### src/rtl/erc_pkg.sv
// Constants shared by the edge request controller files
package erc_pkg;
    localparam int          LINES          = 32;                // Number of request lines
    localparam int          ADDR_W         = 8;                 // Register byte address width
    // Register byte offsets
    localparam logic [7:0]  OFF_IRQ_UNMASK = 8'h00;             // Interrupt mask
    localparam logic [7:0]  OFF_EVT_UNMASK = 8'h04;             // Event mask
    localparam logic [7:0]  OFF_RISE_SEL   = 8'h08;             // Rising select
    localparam logic [7:0]  OFF_FALL_SEL   = 8'h0C;             // Falling select
    localparam logic [7:0]  OFF_SOFT_TRIG  = 8'h10;             // Software trigger
    localparam logic [7:0]  OFF_PENDING    = 8'h14;             // Pending flags
    // Line classes: external lines are 31, 22..19 and 17..0
    localparam logic [31:0] EXT_LINES      = 32'h807B_FFFF;     // Edge-selectable lines
    localparam logic [31:0] INT_LINES      = 32'h7F84_0000;     // Internal lines: rising event, level request
    // Reset values
    localparam logic [31:0] RST_IRQ_UNMASK = 32'h7F84_0000;     // Internal lines unmasked
    localparam logic [31:0] RST_ZERO       = 32'h0000_0000;     // Other control registers
    localparam logic [31:0] RST_PENDING    = 32'h0000_0000;     // Pending flags after reset
endpackage

### src/rtl/line_edge_if.sv
// Line samples and detected edges between controller and detector
`timescale 1ns/1ns
`default_nettype none
interface line_edge_if;
    logic [31:0] lines;                                         // Raw line levels
    logic [31:0] level;                                         // Latest sample
    logic [31:0] rise;                                          // Rising edge seen
    logic [31:0] fall;                                          // Falling edge seen
    modport det (input lines, output level, output rise, output fall);
    modport ctl (output lines, input level, input rise, input fall);
endinterface
`default_nettype wire
### src/rtl/edge_request_controller.sv
// Edge request controller: per-line edge, event and interrupt logic with registers
//
// Function
// - Event mask bit gates event pulses
// - Control registers clear to zero on reset, except interrupt mask: internal lines unmasked
// - Rising select triggers event and interrupt
// - Falling select triggers event and interrupt
// - Both selects: either edge triggers
// - Rising edge during rise-select write ignored
// - Falling edge during fall-select write ignored
// - Software trigger write sets pending, raises request on unmasked lines
// - Software trigger clears with its pending flag
// - Selected edge sets external pending flag
// - Write one clears pending; zero keeps
// - Pending register clears to zero on reset
// - Interrupt mask gates each line request
// - Event pulses never set pending flags
// - Internal lines: rising event, level request, no flag, stop only
`timescale 1ns/1ns
`default_nettype none
module edge_request_controller
(
    // Clock and reset
    input  wire logic        clk_sys,
    input  wire logic        rst_n,
    // Peripheral register bus
    input  wire logic        psel,
    input  wire logic        penable,
    input  wire logic        pwrite,
    input  wire logic [7:0]  paddr,
    input  wire logic [31:0] pwdata,
    output logic      [31:0] prdata,
    output logic             pready,
    output logic             pslverr,
    // Request lines and system state
    input  wire logic [31:0] line_in,
    input  wire logic        stop_mode,
    // Outputs per line
    output logic      [31:0] event_pulse,
    output logic      [31:0] irq_req
);
    localparam logic [31:0] EXT = erc_pkg::EXT_LINES;          // External line set
    localparam logic [31:0] INT = erc_pkg::INT_LINES;          // Internal line set

    logic [31:0] imr_q;                                         // Interrupt unmask
    logic [31:0] emr_q;                                         // Event unmask
    logic [31:0] rsel_q;                                        // Rising select
    logic [31:0] fsel_q;                                        // Falling select
    logic [31:0] swt_q;                                         // Software trigger
    logic [31:0] pend_q;                                        // Pending flags
    logic [31:0] pend_d;                                        // Next pending flags
    logic [31:0] swt_d;                                         // Next software trigger
    logic [31:0] imr_d;                                         // Next interrupt unmask
    logic [31:0] rdata_q;                                       // Read data
    logic        err_q;                                         // Unmapped access
    logic        rdy_q;                                         // Ready flag
    logic [31:0] evt_q;                                         // Event pulses
    logic [31:0] irq_q;                                         // Interrupt requests
    logic        wr;                                            // Access-phase write
    logic        setup;                                         // Setup phase
    logic [31:0] rise_trig;                                     // Qualified rising triggers
    logic [31:0] fall_trig;                                     // Qualified falling triggers
    logic [31:0] sw_new;                                        // Fresh software triggers
    logic [31:0] pr_clr;                                        // Pending clear bits

    line_edge_if edges ();                                      // Edge carrier

    // Edge detector
    line_edge_detect u_detect
    (
        .clk_sys (clk_sys),
        .rst_n   (rst_n),
        .edges   (edges)
    );
    assign edges.lines = line_in;

    // Bus phase decode
    assign setup = psel & ~penable;
    assign wr    = psel & penable & pwrite;

    // Trigger qualification; a write to a select register masks its edge
    always_comb
    begin
        rise_trig = edges.rise & rsel_q & EXT;
        fall_trig = edges.fall & fsel_q & EXT;
        if (wr && paddr == erc_pkg::OFF_RISE_SEL)
        begin
            rise_trig = 32'h0000_0000;
        end
        if (wr && paddr == erc_pkg::OFF_FALL_SEL)
        begin
            fall_trig = 32'h0000_0000;
        end
    end

    // Software trigger and pending next state; set wins over clear
    always_comb
    begin
        sw_new = 32'h0000_0000;
        pr_clr = 32'h0000_0000;
        imr_d  = imr_q;
        if (wr && paddr == erc_pkg::OFF_SOFT_TRIG)
        begin
            sw_new = pwdata & ~swt_q & EXT;
        end
        if (wr && paddr == erc_pkg::OFF_PENDING)
        begin
            pr_clr = pwdata & EXT;
        end
        if (wr && paddr == erc_pkg::OFF_IRQ_UNMASK)
        begin
            imr_d = pwdata;
        end
        pend_d = (pend_q & ~pr_clr) | rise_trig | fall_trig | (sw_new & imr_q);
        swt_d  = (swt_q & ~pr_clr) | sw_new;
    end

    // Configuration registers
    always_ff @(posedge clk_sys)
    begin
        if (!rst_n)
        begin
            imr_q  <= erc_pkg::RST_IRQ_UNMASK;
            emr_q  <= erc_pkg::RST_ZERO;
            rsel_q <= erc_pkg::RST_ZERO;
            fsel_q <= erc_pkg::RST_ZERO;
        end
        else
        begin
            imr_q <= imr_d;
            if (wr && paddr == erc_pkg::OFF_EVT_UNMASK)
            begin
                emr_q <= pwdata;
            end
            // Reserved select positions are not stored
            if (wr && paddr == erc_pkg::OFF_RISE_SEL)
            begin
                rsel_q <= pwdata & EXT;
            end
            if (wr && paddr == erc_pkg::OFF_FALL_SEL)
            begin
                fsel_q <= pwdata & EXT;
            end
        end
    end

    // Software trigger and pending flags
    always_ff @(posedge clk_sys)
    begin
        if (!rst_n)
        begin
            swt_q  <= erc_pkg::RST_ZERO;
            pend_q <= erc_pkg::RST_PENDING;
        end
        else
        begin
            swt_q  <= swt_d;
            pend_q <= pend_d;
        end
    end

    // Event pulses and interrupt requests
    always_ff @(posedge clk_sys)
    begin
        if (!rst_n)
        begin
            evt_q <= 32'h0000_0000;
            irq_q <= 32'h0000_0000;
        end
        else
        begin
            // External events from edges or software, internal events from rising edges in stop mode; pending untouched
            evt_q <= (emr_q & (rise_trig | fall_trig | sw_new))
                   | (emr_q & INT & edges.rise & {32{stop_mode}});
            // External request from pending flag; internal from line level
            irq_q <= (pend_d & imr_d & EXT)
                   | (imr_d & INT & edges.level & {32{stop_mode}});
        end
    end

    // Bus slave: read data and error captured in setup phase
    always_ff @(posedge clk_sys)
    begin
        if (!rst_n)
        begin
            rdata_q <= 32'h0000_0000;
            err_q   <= 1'b0;
            rdy_q   <= 1'b0;
        end
        else
        begin
            rdy_q <= 1'b1;
            if (setup)
            begin
                err_q <= 1'b0;
                if (paddr == erc_pkg::OFF_IRQ_UNMASK)
                    rdata_q <= imr_q;
                else if (paddr == erc_pkg::OFF_EVT_UNMASK)
                    rdata_q <= emr_q;
                else if (paddr == erc_pkg::OFF_RISE_SEL)
                    rdata_q <= rsel_q;
                else if (paddr == erc_pkg::OFF_FALL_SEL)
                    rdata_q <= fsel_q;
                else if (paddr == erc_pkg::OFF_SOFT_TRIG)
                    rdata_q <= swt_q;
                else if (paddr == erc_pkg::OFF_PENDING)
                    rdata_q <= pend_q;
                else
                begin
                    rdata_q <= 32'h0000_0000;
                    err_q   <= 1'b1;
                end
            end
        end
    end

    assign prdata      = rdata_q;
    assign pslverr     = err_q;
    assign pready      = rdy_q;
    assign event_pulse = evt_q;
    assign irq_req     = irq_q;
endmodule
`default_nettype wire

### src/rtl/line_edge_detect.sv
// Per-line edge detector on two successive samples
`timescale 1ns/1ns
`default_nettype none
module line_edge_detect
(
    // Clock and reset
    input  wire logic   clk_sys,
    input  wire logic   rst_n,
    // Lines and edges
    line_edge_if.det    edges
);
    logic [31:0] samp_q;                                        // Current sample
    logic [31:0] prev_q;                                        // Previous sample

    // Sample each line and keep the prior sample
    genvar i;
    generate
        for (i = 0; i < erc_pkg::LINES; i++)
        begin : g_line
            always_ff @(posedge clk_sys)
            begin
                if (!rst_n)
                begin
                    samp_q[i] <= 1'b0;
                    prev_q[i] <= 1'b0;
                end
                else
                begin
                    samp_q[i] <= edges.lines[i];
                    prev_q[i] <= samp_q[i];
                end
            end
            // Compare successive samples
            assign edges.rise[i] = samp_q[i] & ~prev_q[i];
            assign edges.fall[i] = ~samp_q[i] & prev_q[i];
        end
    endgenerate
    assign edges.level = samp_q;
endmodule
`default_nettype wire

### config.mk
export PLATFORM = sky130hd
export DESIGN_NAME = edge_request_controller
export DESIGN_NICKNAME = d
export VERILOG_FILES = /design/src/rtl/erc_pkg.sv /design/src/rtl/line_edge_if.sv /design/src/rtl/edge_request_controller.sv /design/src/rtl/line_edge_detect.sv
export SDC_FILE = /design/constraint.sdc
export NUM_CORES = 1
export LEC_CHECK = 0
export BUFFER_PORTS_ARGS = -buffer_cell sky130_fd_sc_hd__buf_2
export CORE_ASPECT_RATIO = 2
export CORE_UTILIZATION = 51
export DETAILED_ROUTE_END_ITERATION = 8
export PLACE_DENSITY_LB_ADDON = 0.08
export REMOVE_ABC_BUFFERS = 1
export SYNTH_ARGS = -nofsm -noshare
export SYNTH_HDL_FRONTEND = slang
export SYNTH_SLANG_ARGS = --single-unit
### constraint.sdc
create_clock -name clk_sys -period 2.3 [get_ports clk_sys]
set_input_delay 0.69 -clock clk_sys [delete_from_list [all_inputs] [get_ports clk_sys]]
set_output_delay 0.69 -clock clk_sys [all_outputs]
set_load 0.02 [all_outputs]
==> reports/results.ini, run 1 <==
[worst_setup_path]
criticalPathCategory = in -> reg
regToRegSetupSlack_ps = 1030
cp-start-kind = input pin
arrival_ps = 2450
end_kind = flip-flop
worstPathMaxFanout = 13
crit_required_ps = 2750

[logic_synthesis]
synth_edf_count = 0
synth.cell_area_um2 = 12900
netlist_instances = 1428
synth_seq_cells = 318
synthArstFlopShare_pct = 0
netlist.area_leader.share_pct = 49.5
synth_cell_types = 44
yosysSeqAreaShare_pct = 49.5
yosys_warnings = 0
yosysTopAreaCell = dfxtp_1
syn_area_per_cell_um2 = 9.01
ys_top_cells_by_area = dfxtp_1, nand2_1, a21oi_1
synth-main-ff-cell = dfxtp_1

[run]
max_cap_violations = 0

[sta]
slew-limit-headroom_pct = 65.4
final-setup-viol-count = 0
finClkSkew_ps = 8.08
min_period_over_period_pct = 86.7
tns_ps = 0
slew_violations = 0
rsz0062_at_grt = no
fmax_mhz = 502
hold_ws_ps = 339
hold_violations = 0
fin_crit_ps = 1990
worstMarginPinSlew_ps = 506

[layout]
area_delta_synth_final_pct = 22.2
layout_commonest_cell = dfxtp_1
final_cell_mix = dfxtp_1, nand2_1, a21oi_1, buf_2, buf_4
fin_nets = 1701
drive_above_1_share_pct = 22.7

[global_route]
grt_max_degree = 65
grtUsageTotal_pct = 31.8
gr-total-overflow = 0
grt_pass1_vias = 11700
grt_first_pass_wirelength_um = 63300
antenna_found_initial = 1

[clock_tree]
insertion_delay_ps = 560
cts_setup_buffers = 0
holdBufCountCts = 0
cts-root-buf = clkbuf_16
numClockSinks = 318
numCtsBuffers = 28
cts_max_level = 1
clkTransAtPathRegs_ps = 70
clk_path_buf_depth = 3
ctsResizeCount = 0
cts_tree = done

[floorplan]
dieArea_um2 = 25900
initial_utilization_pct = 52.3
fp-row-count = 81
num_io_pins = 176
die_w_um = 114
die_h_um = 227
core_um2 = 24600

[drt]
viasPerCell = 6.02
finalWirelength_um = 40800
route.detailed.drc = 0
drt_pass1_iterations = 5
vias = 11900
drtIter0Drc = 861
ant_nets = 0
wl_per_cell_um = 20.6

[placement]
gp_congestion = 0.855
io_buffers = 175
post-dp-hpwl_um = 28000

[power]
powerDensity_nw_per_um2 = 708
finalPower_uw = 11100
power_leakage_uw = 0.00586
worst_ir_drop_vdd_mv = 0.694

[worst_hold_path]
holdCritPathClass = in -> reg

[outcome]
status = complete, no violations

[state kept, by name, summed over array words and instances, names as in the netlist]
| name | flops |
|---|---|
| swt_q | 23 |
| fsel_q | 23 |
| u_detect.edges.level | 32 |
| pready | 1 |
| pslverr | 1 |
| irq_req | 32 |
| event_pulse | 32 |
| prdata | 32 |
| u_detect.prev_q | 32 |
| rsel_q | 23 |
| emr_q | 32 |
| imr_q | 32 |
| pend_q | 23 |
[critical path, stage by stage]
cell      delay [ps]
buf_2            110
or4b_1           530
buf_4            180
nor3_4           290
buf_12           210
a22oi_1          130
a221oi_1         290
[kinds of logic after synthesis]
| kind of cell | count (synthesis) | synth area share [%] |
|---|---|---|
| mux | 63 | 4.99 |
| flops | 318 | 49.5 |
| compound gates | 388 | 20.0 |
| buf+inv | 108 | 3.55 |
| simple gates | 551 | 22.0 |
[through the flow]
| step | setup WS [ps] | utilization, % | area (µm²) | std cells |
|---|---|---|---|---|
| CTS | 325 | 63.9 | 15700 | 1976 |
| global placement | -208 | 60.0 | 14800 | 1925 |
| global route | 209 | 63.9 | 15700 | 1976 |
| detailed placement | -225 | 60.0 | 14800 | 1925 |
| floorplan | -1420 | - | 12400 | 1321 |
| finish | 306 | 63.9 | 15700 | 1977 |
[cell usage after synthesis, types with 24 or more instances]
cell,number
a211oi_1,45
a21oi_1,194
and2_1,64
clkbuf_1,77
dfxtp_1,318
mux2i_1,54
nand2_1,289
nand2b_1,24
nand3b_1,46
nand4_1,25
nor3_1,25
o21ai_0,47
[final cells by class]
class,instances,area (µm²)
multi-input cells,1002,6090
flip-flops and latches,318,6370
repair buffers,272,1900
clock inverters,11,136
clock buffers,40,817
inverters,1,8.76
well taps,332,415
diodes,1,2.50
fillers,2160,8900
[final timing paths]
kind                                            endpoint                start  cells past startpoint
worst max-delay path                         irq_req[16]             paddr[5]                      7
worst min-delay path            u_detect.edges.level[20]          line_in[20]                      2
worst max register to register                irq_req[1]            rsel_q[1]                      5
worst min register to register           event_pulse[23]  u_detect.prev_q[23]                      1
[per-layer routing]
| metal | GRT usage (%) | part of all wire (%) |
|---|---|---|
| met1 | 36.9 | 38 |
| met2 | 55.3 | 50 |
| met3 | 3.98 | 6.3 |
| met4 | 18.7 | 5.9 |
| met5 | 0 | 0.032 |
[power by group]
group / switching, µW / internal (µW) / total, µW
sequential: 55.6 / 5590 / 5640
clock: 2060 / 2810 / 4870
combinational: 402 / 232 / 634
(Power assumes the default switching activity.)
==> run 2: changes to the inputs <==
--- a/config.mk
+++ b/config.mk
@@ -5,6 +5,7 @@
 export SDC_FILE = /design/constraint.sdc
 export NUM_CORES = 1
 export LEC_CHECK = 0
+export ABC_AREA = 1
 export BUFFER_PORTS_ARGS = -buffer_cell sky130_fd_sc_hd__buf_2
 export CORE_ASPECT_RATIO = 2
 export CORE_UTILIZATION = 51
==> run 2 against run 1 <==
  * Combinational power decreased by 26%
  * Sequential share of layout area up 1.6 points
  * Global-route usage shrank 3.1 points
  * Critical path type is now reg -> out
  * Largest cell class unchanged
  * Total power decreased by 2.1%
  * Critical endpoint is now prdata[2]
  * Largest power group unchanged
  * Wire length shrank 11%
==> reports/results.ini, run 2 <==
[floorplan]
fp-row-count = 81  ; unchanged
die_h_um = 226  ; was 227 µm
die_w_um = 114  ; about the same
num_io_pins = 176  ; unchanged
core_um2 = 24500  ; was 24600 µm²
dieArea_um2 = 25700  ; was 25900 µm²
initial_utilization_pct = 52.0  ; was 52.3%

[clock_tree]
clk_path_buf_depth = 3  ; unchanged
numClockSinks = 318  ; unchanged
numCtsBuffers = 28  ; unchanged
cts-root-buf = clkbuf_16  ; unchanged
cts_setup_buffers = 0  ; unchanged
insertion_delay_ps = 560  ; about the same
cts_max_level = 1  ; unchanged
holdBufCountCts = 0  ; unchanged
cts_tree = done  ; unchanged
ctsResizeCount = 0  ; unchanged
clkTransAtPathRegs_ps = 70  ; about the same

[layout]
fill_cells = 2384  ; was 2160
final_cell_mix = dfxtp_1, nand2_1, inv_1, nor2_1, buf_2  ; was dfxtp_1, nand2_1, a21oi_1, buf_2, buf_4
drive_above_1_share_pct = 17.3  ; was 22.7%
final_util_pct = 61.8  ; was 63.9%
seq_area_um2 = 6370  ; unchanged
fin_nets = 1935  ; was 1701
antenna_cells = 0  ; was 1
area_delta_synth_final_pct = 18.9  ; was 22.2%
multiInputGateArea_um2 = 5010  ; was 6090 µm²
layout_commonest_cell = dfxtp_1  ; unchanged
final_cells = 2208  ; was 1977

[worst_setup_path]
cp_cell_sequence = buf_2  ; was buf_2, or4b_1, buf_4, nor3_4, buf_12, a22oi_1, a221oi_1
end_kind = output port  ; was flip-flop
slowest_delay_ps = 400  ; was 530 ps
r2r_cells = 6  ; was 5
crit_required_ps = 1610  ; was 2750 ps
slowest_stage = dfxtp_1  ; was or4b_1
critPathBufInv = 1  ; was 3
criticalPathCategory = reg -> out  ; was in -> reg
arrival_ps = 1150  ; was 2450 ps
cp-start-kind = flip-flop  ; was input pin
regToRegSetupSlack_ps = 1270  ; was 1030 ps
worstPathMaxFanout = 2  ; was 13
r2r-start = fsel_q[8]  ; was rsel_q[1]
cp_top_family = flip-flops  ; was simple AND/OR/NAND/NOR gates
reg2reg_to = event_pulse[8]  ; was irq_req[1]

[logic_synthesis]
yosysSeqAreaShare_pct = 50.0  ; was 49.5%
yosysTopAreaCell = dfxtp_1  ; unchanged
syn_area_per_cell_um2 = 7.54  ; was 9.01 µm²
netlist.area_leader.share_pct = 50.0  ; was 49.5%
synth_seq_cells = 318  ; unchanged
synthArstFlopShare_pct = 0  ; unchanged
yosys_warnings = 0  ; unchanged
synth.cell_area_um2 = 12700  ; was 12900 µm²
netlist_instances = 1691  ; was 1428
synth_edf_count = 0  ; unchanged
synth_common_cells = dfxtp_1, nand2_1, inv_1  ; was dfxtp_1, nand2_1, a21oi_1
synth-main-ff-cell = dfxtp_1  ; unchanged
synth_most_common_cell = dfxtp_1  ; unchanged
ys_top_cells_by_area = dfxtp_1, nand2_1, inv_1  ; was dfxtp_1, nand2_1, a21oi_1
synth_cell_types = 31  ; was 44

[drt]
viasPerCell = 5.25  ; was 6.02
m1WireLength_um = 13600  ; was 15400 µm
drt_pass1_iterations = 5  ; unchanged
route.detailed.drc = 0  ; unchanged
wl_met2_um = 18900  ; was 20400 µm
ant_nets = 0  ; unchanged
vias = 11600  ; was 11900
highest_layer = met4  ; was met5
wl_met3_um = 2140  ; was 2570 µm
wl_per_cell_um = 16.4  ; was 20.6 µm
drtIter0Drc = 720  ; was 861
finalWirelength_um = 36200  ; was 40800 µm

[placement]
placed_cells = 2159  ; was 1925
gp_congestion = 0.818  ; was 0.855
io_buffers = 175  ; unchanged
post-dp-hpwl_um = 24100  ; was 28000 µm
pre_cts_slack_ps = 70.3  ; was -225 ps

[sta]
fmax_mhz = 543  ; was 502 MHz
finClkSkew_ps = 19.0  ; was 8.08 ps
worstMarginPinSlew_ps = 638  ; was 506 ps
hold_ws_ps = 311  ; was 339 ps
fin_crit_ps = 1840  ; was 1990 ps
slew-limit-headroom_pct = 57.4  ; was 65.4%
rsz0062_at_grt = no  ; unchanged
min_period_over_period_pct = 80.1  ; was 86.7%
final-setup-viol-count = 0  ; unchanged
setup_ws_ps = 457  ; was 306 ps
slew_violations = 0  ; unchanged
hold_violations = 0  ; unchanged

[worst_hold_path]
holdCritPathClass = in -> reg  ; unchanged
min_from = line_in[1]  ; was line_in[20]
whs_path_depth = 3  ; was 2
min_to = u_detect.edges.level[1]  ; was u_detect.edges.level[20]

[power]
power_leakage_uw = 0.00763  ; was 0.00586 µW
finalPower_uw = 10900  ; was 11100 µW
worst_ir_drop_vdd_mv = 0.595  ; was 0.694 mV
powerDensity_nw_per_um2 = 721  ; was 708 nW/µm²

[outcome]
status = complete, no violations  ; unchanged

[global_route]
grt_pass1_vias = 11400  ; was 11700
gr-total-overflow = 0  ; unchanged
grt_max_degree = 44  ; was 65
antenna_found_initial = 0  ; was 1
grtUsageTotal_pct = 28.7  ; was 31.8%
grt_first_pass_wirelength_um = 57500  ; was 63300 µm

[run]
max_cap_violations = 0  ; unchanged

## run 2: cell families (layout without fill, tap and decap cells)
family / Yosys count / count (layout) / share of synthesized area, %
simple gates: 749 / 749 / 26.5
buf+inv: 345 / 530 / 10.9
compound gates: 279 / 279 / 12.7
flops: 318 / 318 / 50.0
## run 2: through the flow
stage	setup TNS [ps]	cell area, µm²
4_1_cts	0	15100
3_3_place_gp	0	14200
5_1_grt	0	15100
3_5_place_dp	0	14200
2_1_floorplan	-119100	12300
6_report	0	15100
## run 2: how the worst max path moves through the flow
| stage | start | to | slack (ps) | depth (start not counted) |
|---|---|---|---|---|
| after floorplan | paddr[0] | rsel_q[0] | -890 | 7 |
| after global placement | paddr[6] | irq_req[31] | 110 | 12 |
| after detailed placement | paddr[7] | irq_req[31] | 70 | 12 |
| after CTS | prdata[2] | prdata[2] | 440 | 1 |
| after global routing | prdata[2] | prdata[2] | 440 | 1 |
| final | prdata[2] | prdata[2] | 460 | 1 |
## run 2: area by class of cell
class,count,area share (%)
Clock buffer,42,5.71
Sequential cell,318,42.0
Multi-Input combinational cell,1028,33.1
Inverter,256,6.35
Timing Repair Buffer,225,9.54
Clock inverter,7,0.562
Tap cell,332,2.74
## run 2: routing by layer
layer / vias to the layer above / track usage [%]
met1: 5406 / 30.8
met5: - / 0
met4: 0 / 14.0
li1: 5706 / -
met3: 93 / 3.77
met2: 398 / 54.0
## run 2: worst reg2reg max path, stage by stage, from the launching register on
cell and delay [ps]:
dfxtp_1 310, inv_1 50, nor2_1 220, nand3_1 140, nand3_1 100, nand3_1 100
inv_1 70
## run 2: report_power, final
| group | switching (µW) | internal [µW] | leakage, µW |
|---|---|---|---|
| logic | 328 | 143 | 0.00458 |
| clock network | 2030 | 2800 | 0.000475 |
| registers | 32.2 | 5570 | 0.00258 |
| total | 2390 | 8520 | 0.00763 |
